$ cat src/ivm_pkg.sv
// package: vector numbers, table layout, types and attribute lookup for the vector map
// Functional notes
// - vectors 0-7 software calls, no DMA, no index
// - reset entry from vector 8, fixed
// - trap nine vector 9, undefined opcode 10
// - non-maskable pin routes to vector 11
// - vectors 12-16 system timers, index equals vector
// - external 0-4 to 17-21, 6-7 to 23-24
// - can controller on vector 33, not DMA
// - pulse generators 0-3 on vectors 38-41
// - reload timers 1,2,6 on 59,60,64
// - capture units 0,1,4,5 on 65,66,69,70
// - free-running timers on vectors 89 and 90
// - calendar, calibrator, sound on 93-95, no DMA
// - two-wire port 96, converter done 98
// - lin serial rx/tx on vectors 101-104
// - flash bank event on vector 133, DMA
// - range compare 139, pulse detect 140, no DMA
package ivm_pkg;

  // ==================================================================
  // table layout
  localparam int unsigned IVM_NUM_VEC   = 144;
  localparam logic [9:0]  IVM_TABLE_TOP = 10'h3fc;
  localparam logic [7:0]  IVM_ICR_FIRST = 8'h0c;

  // ==================================================================
  // vector numbers
  localparam logic [7:0] IVM_V_CALL0   = 8'h00;
  localparam logic [7:0] IVM_V_RESET   = 8'h08;
  localparam logic [7:0] IVM_V_TRAP9   = 8'h09;
  localparam logic [7:0] IVM_V_UNDEF   = 8'h0a;
  localparam logic [7:0] IVM_V_NMI     = 8'h0b;
  localparam logic [7:0] IVM_V_DELAY   = 8'h0c;
  localparam logic [7:0] IVM_V_EXT_LO  = 8'h11;
  localparam logic [7:0] IVM_V_EXT_HI  = 8'h17;
  localparam logic [7:0] IVM_V_CAN     = 8'h21;
  localparam logic [7:0] IVM_V_PPG     = 8'h26;
  localparam logic [7:0] IVM_V_RELOAD_TIMER_1    = 8'h3b;
  localparam logic [7:0] IVM_V_RLT2    = 8'h3c;
  localparam logic [7:0] IVM_V_RLT6    = 8'h40;
  localparam logic [7:0] IVM_V_INPUT_CAPTURE_0    = 8'h41;
  localparam logic [7:0] IVM_V_ICU4    = 8'h45;
  localparam logic [7:0] IVM_V_FRT     = 8'h59;
  localparam logic [7:0] IVM_V_CALENDAR = 8'h5d;
  localparam logic [7:0] IVM_V_TWI     = 8'h60;
  localparam logic [7:0] IVM_V_ADC     = 8'h62;
  localparam logic [7:0] IVM_V_LIN     = 8'h65;
  localparam logic [7:0] IVM_V_FLASH   = 8'h85;
  localparam logic [7:0] IVM_V_RANGE   = 8'h8b;
  localparam logic [7:0] IVM_V_PULSE   = 8'h8c;

  // ==================================================================
  // masks: DMA-clearable vectors, vectors that own a source, pending value at reset
  localparam logic [IVM_NUM_VEC-1:0] IVM_DMA_MASK =
    (144'h1f << IVM_V_EXT_LO) | (144'h3 << IVM_V_EXT_HI) | (144'hf << IVM_V_PPG)
    | (144'h3 << IVM_V_RELOAD_TIMER_1) | (144'h1 << IVM_V_RLT6) | (144'h3 << IVM_V_INPUT_CAPTURE_0)
    | (144'h3 << IVM_V_ICU4) | (144'h3 << IVM_V_FRT) | (144'h5 << IVM_V_TWI)
    | (144'hf << IVM_V_LIN) | (144'h1 << IVM_V_FLASH);
  localparam logic [IVM_NUM_VEC-1:0] IVM_USED_MASK = IVM_DMA_MASK
    | (144'h1ffff << IVM_V_CALL0) | (144'h1 << IVM_V_CAN)
    | (144'h7 << IVM_V_CALENDAR) | (144'h3 << IVM_V_RANGE);
  localparam logic [IVM_NUM_VEC-1:0] IVM_PEND_RST = 144'h1 << IVM_V_RESET;

  // ==================================================================
  // types
  typedef enum logic {IVM_IDLE, IVM_OFFER} ivm_fsm_t;

  typedef struct packed {
    logic       valid;
    logic [7:0] num;
    logic [9:0] offset;
    logic       icr_valid;
    logic [7:0] icr_idx;
    logic       dma_clr;
  } ivm_vec_t;

  typedef struct packed {
    logic       delayed_request;
    logic       rc_oscillator_tick;
    logic       main_oscillator_tick;
    logic       sub_oscillator_tick;
    logic       low_voltage_event;
    logic       can_controller_zero;
    logic [3:0] pulse_generator;
    logic [2:0] reload_timer;
    logic [3:0] input_capture;
    logic [1:0] free_running_timer;
    logic       calendar_clock;
    logic       clock_calibrator;
    logic       sound_generator_zero;
    logic       two_wire_port_0;
    logic       analog_converter_0;
    logic [3:0] lin_serial;
    logic       flash_bank_a_event;
    logic       converter_range_compare;
    logic       converter_pulse_detect;
  } ivm_src_t;

  // attributes of one vector number
  function automatic ivm_vec_t ivm_attr(input logic [7:0] v);
    ivm_vec_t a;
    a           = '0;
    a.num       = v;
    if (v < 8'(IVM_NUM_VEC)) begin
      a.valid     = IVM_USED_MASK[v];
      a.offset    = IVM_TABLE_TOP - {v, 2'b00};
      a.icr_valid = (v >= IVM_ICR_FIRST);
      a.icr_idx   = a.icr_valid ? v : 8'h00;
      a.dma_clr   = IVM_DMA_MASK[v];
    end
    return a;
  endfunction : ivm_attr

endpackage : ivm_pkg

$ cat src/ivm_vector_map.sv
// interrupt vector map: source mapping, pending flags, vector offer and lookup
`timescale 1ns/1ps
`default_nettype none
module ivm_vector_map (
  // clock, reset, enable
  input  wire logic                 CLK_IN,
  input  wire logic                 RESETN_IN,
  input  wire logic                 CE_IN,
  // core trap events, one-cycle pulses
  input  wire logic                 SOFT_CALL_IN,
  input  wire logic [2:0]           SOFT_CALL_IDX_IN,
  input  wire logic                 TRAP_NINE_IN,
  input  wire logic                 UNDEF_INSN_IN,
  // pins, asynchronous levels
  input  wire logic                 NMI_IN,
  input  wire logic [4:0]           EXT_REQ_LO_IN,
  input  wire logic [1:0]           EXT_REQ_HI_IN,
  // peripheral events, one-cycle pulses
  input  wire ivm_pkg::ivm_src_t    PERIPH_REQ_IN,
  // DMA completion
  input  wire logic                 DMA_DONE_IN,
  input  wire logic [7:0]           DMA_VEC_IN,
  // core fetch handshake
  input  wire logic                 ACK_IN,
  output var  ivm_pkg::ivm_vec_t    VEC_OFFER_OUT,
  // attribute lookup
  input  wire logic [7:0]           LOOKUP_VEC_IN,
  output var  ivm_pkg::ivm_vec_t    LOOKUP_OUT,
  // status
  output logic [143:0]              PENDING_OUT,
  output logic                      DMA_REJECT_OUT
);

  // ==================================================================
  // state
  typedef struct packed {
    ivm_pkg::ivm_fsm_t fsm;
    logic [7:0]        pin_prev;
    ivm_pkg::ivm_vec_t offer;
    ivm_pkg::ivm_vec_t lookup;
    logic              dma_reject;
  } ivm_state_t;

  ivm_state_t st_q;
  ivm_state_t st_d;

  logic [7:0]                        pin_sync;
  logic [7:0]                        pin_rise;
  logic [ivm_pkg::IVM_NUM_VEC-1:0]   pend;
  logic [ivm_pkg::IVM_NUM_VEC-1:0]   set_raw;
  logic [ivm_pkg::IVM_NUM_VEC-1:0]   set_vec;
  logic [ivm_pkg::IVM_NUM_VEC-1:0]   clr_vec;
  logic                              any_pend;
  logic [7:0]                        win_num;
  logic                              dma_ok;
  logic                              dma_hit;

  // ==================================================================
  // pin synchronisers: nmi in bit 7, high externals in 6:5, low in 4:0
  ivm_sync #(
    .W (8)
  ) u_pin_sync (
    .clk_in    (CLK_IN),
    .resetn_in (RESETN_IN),
    .ce_in     (CE_IN),
    .async_in  ({NMI_IN, EXT_REQ_HI_IN, EXT_REQ_LO_IN}),
    .sync_out  (pin_sync)
  );

  // rising edges of the synchronised pins raise a request
  assign pin_rise = pin_sync & ~st_q.pin_prev;

  // ==================================================================
  // source to vector mapping
  always_comb begin
    set_raw = '0;
    // software calls select one of eight vectors
    if (SOFT_CALL_IN) begin
      set_raw[int'(ivm_pkg::IVM_V_CALL0) + int'(SOFT_CALL_IDX_IN)] = 1'b1;
    end
    // core traps and the non-maskable pin
    set_raw[ivm_pkg::IVM_V_TRAP9] = TRAP_NINE_IN;
    set_raw[ivm_pkg::IVM_V_UNDEF] = UNDEF_INSN_IN;
    set_raw[ivm_pkg::IVM_V_NMI]   = pin_rise[7];
    // system timers and low-voltage event
    set_raw[int'(ivm_pkg::IVM_V_DELAY) + 0] = PERIPH_REQ_IN.delayed_request;
    set_raw[int'(ivm_pkg::IVM_V_DELAY) + 1] = PERIPH_REQ_IN.rc_oscillator_tick;
    set_raw[int'(ivm_pkg::IVM_V_DELAY) + 2] = PERIPH_REQ_IN.main_oscillator_tick;
    set_raw[int'(ivm_pkg::IVM_V_DELAY) + 3] = PERIPH_REQ_IN.sub_oscillator_tick;
    set_raw[int'(ivm_pkg::IVM_V_DELAY) + 4] = PERIPH_REQ_IN.low_voltage_event;
    // external requests, input 5 has no vector
    for (int i = 0; i < 5; i++) begin
      set_raw[int'(ivm_pkg::IVM_V_EXT_LO) + i] = pin_rise[i];
    end
    for (int i = 0; i < 2; i++) begin
      set_raw[int'(ivm_pkg::IVM_V_EXT_HI) + i] = pin_rise[5 + i];
    end
    // can controller
    set_raw[ivm_pkg::IVM_V_CAN] = PERIPH_REQ_IN.can_controller_zero;
    // pulse generators
    for (int i = 0; i < 4; i++) begin
      set_raw[int'(ivm_pkg::IVM_V_PPG) + i] = PERIPH_REQ_IN.pulse_generator[i];
    end
    // reload timers 1, 2, 6
    set_raw[int'(ivm_pkg::IVM_V_RELOAD_TIMER_1) + 0] = PERIPH_REQ_IN.reload_timer[0];
    set_raw[int'(ivm_pkg::IVM_V_RELOAD_TIMER_1) + 1] = PERIPH_REQ_IN.reload_timer[1];
    set_raw[ivm_pkg::IVM_V_RLT6]           = PERIPH_REQ_IN.reload_timer[2];
    // capture units 0, 1, 4, 5
    for (int i = 0; i < 2; i++) begin
      set_raw[int'(ivm_pkg::IVM_V_INPUT_CAPTURE_0) + i] = PERIPH_REQ_IN.input_capture[i];
      set_raw[int'(ivm_pkg::IVM_V_ICU4) + i] = PERIPH_REQ_IN.input_capture[2 + i];
    end
    // free-running timers
    for (int i = 0; i < 2; i++) begin
      set_raw[int'(ivm_pkg::IVM_V_FRT) + i] = PERIPH_REQ_IN.free_running_timer[i];
    end
    // calendar, calibrator, sound
    set_raw[int'(ivm_pkg::IVM_V_CALENDAR) + 0] = PERIPH_REQ_IN.calendar_clock;
    set_raw[int'(ivm_pkg::IVM_V_CALENDAR) + 1] = PERIPH_REQ_IN.clock_calibrator;
    set_raw[int'(ivm_pkg::IVM_V_CALENDAR) + 2] = PERIPH_REQ_IN.sound_generator_zero;
    // two-wire port and converter completion
    set_raw[ivm_pkg::IVM_V_TWI] = PERIPH_REQ_IN.two_wire_port_0;
    set_raw[ivm_pkg::IVM_V_ADC] = PERIPH_REQ_IN.analog_converter_0;
    // lin serial: rx0, tx0, rx1, tx1
    for (int i = 0; i < 4; i++) begin
      set_raw[int'(ivm_pkg::IVM_V_LIN) + i] = PERIPH_REQ_IN.lin_serial[i];
    end
    // flash and converter monitor events
    set_raw[ivm_pkg::IVM_V_FLASH] = PERIPH_REQ_IN.flash_bank_a_event;
    set_raw[ivm_pkg::IVM_V_RANGE] = PERIPH_REQ_IN.converter_range_compare;
    set_raw[ivm_pkg::IVM_V_PULSE] = PERIPH_REQ_IN.converter_pulse_detect;
  end

  // reserved vectors can never become pending
  assign set_vec = set_raw & ivm_pkg::IVM_USED_MASK;

  // ==================================================================
  // clear sources: core acceptance and DMA completion
  assign dma_ok  = DMA_VEC_IN < 8'(ivm_pkg::IVM_NUM_VEC);
  assign dma_hit = DMA_DONE_IN && dma_ok && ivm_pkg::IVM_DMA_MASK[DMA_VEC_IN];

  always_comb begin
    clr_vec = '0;
    // accepted vector leaves the pending set
    if (ACK_IN && (st_q.fsm == ivm_pkg::IVM_OFFER)) begin
      clr_vec[st_q.offer.num] = 1'b1;
    end
    // DMA service clears only clearable vectors
    if (dma_hit) begin
      clr_vec[DMA_VEC_IN] = 1'b1;
    end
  end

  // ==================================================================
  // pending flags, reset vector pending out of reset
  ivm_pend #(
    .W   (ivm_pkg::IVM_NUM_VEC),
    .RST (ivm_pkg::IVM_PEND_RST)
  ) u_pend (
    .clk_in    (CLK_IN),
    .resetn_in (RESETN_IN),
    .ce_in     (CE_IN),
    .set_in    (set_vec),
    .clr_in    (clr_vec),
    .pend_out  (pend)
  );

  // ==================================================================
  // lowest vector number wins
  always_comb begin
    any_pend = 1'b0;
    win_num  = 8'h00;
    for (int i = ivm_pkg::IVM_NUM_VEC - 1; i >= 0; i--) begin
      if (pend[i]) begin
        any_pend = 1'b1;
        win_num  = 8'(i);
      end
    end
  end

  // ==================================================================
  // next state: offer stays frozen until accepted or withdrawn
  always_comb begin
    st_d            = st_q;
    st_d.pin_prev   = pin_sync;
    st_d.dma_reject = DMA_DONE_IN && !dma_hit; // non-clearable target ignored
    st_d.lookup     = ivm_pkg::ivm_attr(LOOKUP_VEC_IN);
    unique case (st_q.fsm)
      ivm_pkg::IVM_IDLE: begin
        if (any_pend) begin
          st_d.offer = ivm_pkg::ivm_attr(win_num);
          st_d.fsm   = ivm_pkg::IVM_OFFER;
        end else begin
          st_d.offer = '0;
        end
      end
      ivm_pkg::IVM_OFFER: begin
        // accepted, or cleared by DMA before acceptance
        if (ACK_IN || !pend[st_q.offer.num]) begin
          st_d.offer = '0;
          st_d.fsm   = ivm_pkg::IVM_IDLE;
        end
      end
    endcase
  end

  // state register
  always_ff @(posedge CLK_IN or negedge RESETN_IN) begin
    if (!RESETN_IN) begin
      st_q <= '0;
    end else if (CE_IN) begin
      st_q <= st_d;
    end
  end

  // ==================================================================
  // outputs
  assign VEC_OFFER_OUT  = st_q.offer;
  assign LOOKUP_OUT     = st_q.lookup;
  assign PENDING_OUT    = pend;
  assign DMA_REJECT_OUT = st_q.dma_reject;

endmodule : ivm_vector_map
`default_nettype wire

$ cat src/ivm_sync.sv
// two-flop synchroniser for pin inputs
`timescale 1ns/1ps
`default_nettype none
module ivm_sync #(
  parameter int unsigned W = 1
) (
  // clock, reset, enable
  input  wire logic         clk_in,
  input  wire logic         resetn_in,
  input  wire logic         ce_in,
  // pins and synchronised levels
  input  wire logic [W-1:0] async_in,
  output logic      [W-1:0] sync_out
);

  typedef struct packed {
    logic [W-1:0] meta;
    logic [W-1:0] stable;
  } ivm_sync_st_t;

  ivm_sync_st_t st_q;
  ivm_sync_st_t st_d;

  // first stage feeds only the second
  always_comb begin
    st_d        = st_q;
    st_d.meta   = async_in;
    st_d.stable = st_q.meta;
  end

  // state register
  always_ff @(posedge clk_in or negedge resetn_in) begin
    if (!resetn_in) begin
      st_q <= '0;
    end else if (ce_in) begin
      st_q <= st_d;
    end
  end

  assign sync_out = st_q.stable;

endmodule : ivm_sync
`default_nettype wire

$ cat src/ivm_pend.sv
// bank of sticky pending flags, set wins over clear
`timescale 1ns/1ps
`default_nettype none
module ivm_pend #(
  parameter int unsigned             W   = 1,
  parameter logic        [W-1:0]     RST = '0
) (
  // clock, reset, enable
  input  wire logic         clk_in,
  input  wire logic         resetn_in,
  input  wire logic         ce_in,
  // set and clear strobes
  input  wire logic [W-1:0] set_in,
  input  wire logic [W-1:0] clr_in,
  // pending flags
  output logic      [W-1:0] pend_out
);

  typedef struct packed {
    logic [W-1:0] pend;
  } ivm_pend_st_t;

  ivm_pend_st_t st_q;
  ivm_pend_st_t st_d;

  // a set in the clearing cycle is kept
  always_comb begin
    st_d      = st_q;
    st_d.pend = (st_q.pend & ~clr_in) | set_in;
  end

  // state register
  always_ff @(posedge clk_in or negedge resetn_in) begin
    if (!resetn_in) begin
      st_q <= RST;
    end else if (ce_in) begin
      st_q <= st_d;
    end
  end

  assign pend_out = st_q.pend;

endmodule : ivm_pend
`default_nettype wire

$ cat config.mk
export PLATFORM = sky130hd
export DESIGN_NAME = ivm_vector_map
export DESIGN_NICKNAME = d
export VERILOG_FILES = /design/src/ivm_pkg.sv /design/src/ivm_vector_map.sv /design/src/ivm_sync.sv /design/src/ivm_pend.sv
export SDC_FILE = /design/constraint.sdc
export NUM_CORES = 1
export LEC_CHECK = 0
export ABC_AREA = 1
export BUFFER_PORTS_ARGS = -buffer_cell sky130_fd_sc_hd__buf_2
export CORE_ASPECT_RATIO = 1.25
export CORE_UTILIZATION = 45
export CTS_BUF_LIST = sky130_fd_sc_hd__clkbuf_4
export DETAILED_ROUTE_END_ITERATION = 16
export PLACE_DENSITY = 0.73
export SYNTH_ARGS = -nofsm -noshare
export SYNTH_HDL_FRONTEND = slang
export SYNTH_SLANG_ARGS = --single-unit
$ cat constraint.sdc
create_clock -name CLK_IN -period 10.7 [get_ports CLK_IN]
set_input_delay 1.605 -clock CLK_IN [delete_from_list [all_inputs] [get_ports CLK_IN]]
set_output_delay 1.605 -clock CLK_IN [all_outputs]
set_load 0.005 [all_outputs]
==> key figures <==
STA
  • Crit path time final: 8.99 ns
  • Slew Limit Fails: 0
  • Final setup vio count: 0
  • Fmax achieved: 0.111 GHz
  • Slew margin rel.: 29.6%
  • Measured slew at the worst slew-check pin: 1.05 ns
  • Final WS setup: 1.71 ns
  • Final setup TNS: 0 ns
  • Final hold vios: 0
  • Post-Route Skew: 0.0358 ns
  • Period utilization: 84.0%
  • RSZ-0062 raised after global routing: no

Detailed routing
  • Vias post-DR: 14000
  • First drt pass iteration count: 8
  • Final ANT Viol Nets: 0
  • Vias per inst: 5.64
  • Number of remaining DRC errors: 0
  • Drt initial violations: 1383
  • WL/cell: 20.6 um
  • Met2 WL post-DR: 23800 um
  • Max layer used: met5
  • Metal-1 WL: 19800 um
  • Drt total wl: 51400 um
  • Met3 Wirelength: 4610 um

Die
  • Initial cell density of the core: 46.1%
  • Die Footprint: 0.0318 sq mm
  • Chip width: 160 um
  • Row count: 71
  • Vert. Die Dim: 199 um
  • I/O pin total: 269
  • Core area: 0.0304 sq mm

Synth
  • Mean Syn Cell Area: 7.67 sq um
  • Seq cells post-synth: 224
  • Asr flop ratio synth: 100%
  • Post-synthesis cell type count: 43
  • Simple-gate area share of the yosys netlist: 19.9%
  • Adder-cell share of the synthesized area: 1.34%
  • Post-synth EDFFs: 0
  • Dominant cell type by area after synthesis: dfrtp_1
  • Synth cell count leaders: nand2_1, inv_1, dfrtp_1
  • Warnings from Yosys: 0
  • Top_reg_cell synth: dfrtp_1
  • Main combinational cell family by area after synthesis: compound AO/OA/AOI/OAI gates
  • Multiplexer area fraction after synthesis: 0%
  • Xor and xnor fraction of the mapped netlist area: 0%
  • Synth Area in Compound Gates: 20.0%
  • Most frequent cell after synthesis: nand2_1
  • Post-synthesis cell count: 1826
  • Yosys top cell area share: 39.9%
  • Seq/Total Area, Yosys: 40.0%
  • Cell area after synthesis: 0.0140 sq mm
  • Ranking of synthesized cells by area: dfrtp_1, nand2_1, inv_1

Hold path
  • Worst hold path class: reg -> reg
  • WHS Path Cells: 1
  • Hold Crit Start: st_q[62]$_DFFE_PN0P_
  • Endpoint of the worst hold path: u_pend.pend_out[20]$_DFFE_PN0P_

Critical path
  • Setup crit start kind: register
  • Critical-path maximum fanout: 7
  • Critical path type: reg -> reg
  • Critical Path Sink Type: register
  • RR Startpoint: u_pend.pend_out[142]$_DFFE_PN0P_
  • Most common cell on crit path: nand2_1
  • Slowest library cell on the worst path: dfrtp_1
  • Required @ worst endpoint: 11.33 ns
  • Register-to-Register Setup Slack: 1.71 ns
  • Reg2Reg Depth: 157
  • Crit path DAT: 9.62 ns
  • FF-to-FF End: VEC_OFFER_OUT[0]$_DFFE_PN0P_
  • Worst path max stage delay: 0.39 ns

Run
  • Max Cap Viol: 0

Cells and area
  • Finished Layout Cells: 2491
  • Nets@finish: 2133
  • Fraction of layout cells with a size suffix above 1: 20.8%
  • Post-layout util: 52.8%
  • Syn-to-layout area delta: 14.6%

Power
  • Leak Pwr: 8.02 nW
  • Max VDD drop: 0.0000855 V
  • Power per cell area: 143 mW/mm^2
  • Power consumption: 0.00229 W

Placed design
  • Dpl cells: 2392
  • DP HPWL: 38000 um
  • IO buf count: 264
  • GPL Wtd Cong: 0.976
  • DP Worst Slack: 1.93 ns

GRT
  • GRT Util Overall: 32.2%
  • First-pass GRT wire length: 78000 um
  • Largest net degree at the start of global routing: 85
  • Number of global-route vias before repair: 13500
  • Congestion Overflow GR: 0
  • Initial antenna violation count: 2

Clock network
  • Max clock buf depth: 3
  • Skew-Pair Late Insertion Delay: 0.77 ns
  • H-Tree Depth: 2
  • TritonCTS Buffers: 59
  • Clk slew on worst S/H paths: 0.06 ns
  • Root Driver: clkbuf_4
  • Hold Buf Count CTS: 0
  • CTS tree: built
  • CTS sink cnt: 224
  • Post-CTS Setup Bufs: 0
  • Post-CTS Resized: 0

Outcome
  • Status: finished clean
==> cell type report <==
| class | count | area (sq um) |
|---|---|---|
| clock inverters | 13 | 105 |
| fillers | 3057 | 14300 |
| multi-input cells | 1154 | 5790 |
| inverters | 335 | 1960 |
| well taps | 401 | 502 |
| clock buffers | 85 | 638 |
| repair buffers | 278 | 1440 |
| diodes | 1 | 2.50 |
| flip-flops and latches | 224 | 5610 |
==> registers in the layout, indices dropped and copies added (netlist names) <==
register	cells
st_q	9
u_pin_sync.sync_out	8
LOOKUP_OUT	27
u_pin_sync.st_d	8
u_pend.pend_out	144
DMA_REJECT_OUT	1
VEC_OFFER_OUT	27
==> per-stage QoR <==
stage / instance area (sq um) / hold WS (ns)
4_1_cts: 16000 / 0.459
6_report: 16000 / 0.456
3_3_place_gp: 15300 / 0.444
5_1_grt: 16000 / 0.470
3_5_place_dp: 15300 / 0.447
2_1_floorplan: 14000 / 0.436
==> layer usage <==
metal	global-route usage, %	vias up
li1	-	6503
met1	39.6	6569
met2	52.8	766
met3	6.35	204
met4	19.0	2
met5	0	-
==> power by group <==
| part | switching (W) | leakage [nW] | internal [W] |
|---|---|---|---|
| sequential | 0.0000403 | 2.50 | 0.000901 |
| combinational | 0.000383 | 5.09 | 0.000186 |
| clock | 0.000374 | 0.435 | 0.000407 |
| total | 0.000797 | 8.02 | 0.00149 |
==> layout by cell type (no fill, tap or decap), drive strengths merged, types with 53 or more instances in the layout <==
master / Yosys / layout
o22ai: 96 / 96
bufinv: 51 / 53
a21oi: 54 / 54
o21ai: 137 / 137
nand3: 67 / 67
nand2: 376 / 376
nor2: 168 / 168
buf: 70 / 278
inv: 279 / 278
dfrtp: 223 / 223
clkbuf: 46 / 85
==> how the worst max path moves through the flow <==
stage                                    to                        startpoint  slack, ns  depth (start not counted)
2_1_floorplan  VEC_OFFER_OUT[0]$_DFFE_PN0P_  u_pend.pend_out[142]$_DFFE_PN0P_       3.05                        157
6_report       VEC_OFFER_OUT[0]$_DFFE_PN0P_  u_pend.pend_out[142]$_DFFE_PN0P_       1.71                        157
3_5_place_dp   VEC_OFFER_OUT[0]$_DFFE_PN0P_  u_pend.pend_out[142]$_DFFE_PN0P_       1.93                        157
3_3_place_gp   VEC_OFFER_OUT[0]$_DFFE_PN0P_  u_pend.pend_out[143]$_DFFE_PN0P_       2.06                        156
4_1_cts        VEC_OFFER_OUT[0]$_DFFE_PN0P_  u_pend.pend_out[142]$_DFFE_PN0P_       1.85                        157
5_1_grt        VEC_OFFER_OUT[0]$_DFFE_PN0P_  u_pend.pend_out[142]$_DFFE_PN0P_       0.08                        157
==> worst max-delay path: cells and delay by family, from the launching register on <==
family          cells  cell delay, ns
compound gates      2            0.15
simple gates      152            7.96
fa+ha+maj           1            0.20
buf+inv             2            0.16
flops               1            0.39
==> cells by family (layout without fill, tap and decap cells) <==
| family | after synthesis | after routing |
|---|---|---|
| AND/OR/NAND/NOR | 682 | 682 |
| AO/OA/AOI/OAI | 453 | 453 |
| buffers and inverters | 451 | 711 |
| flip-flops | 224 | 224 |
| adder cells (fa/ha/maj) | 15 | 15 |
| other | 1 | 5 |
No activity file was read; power rests on OpenSTA's default activity.
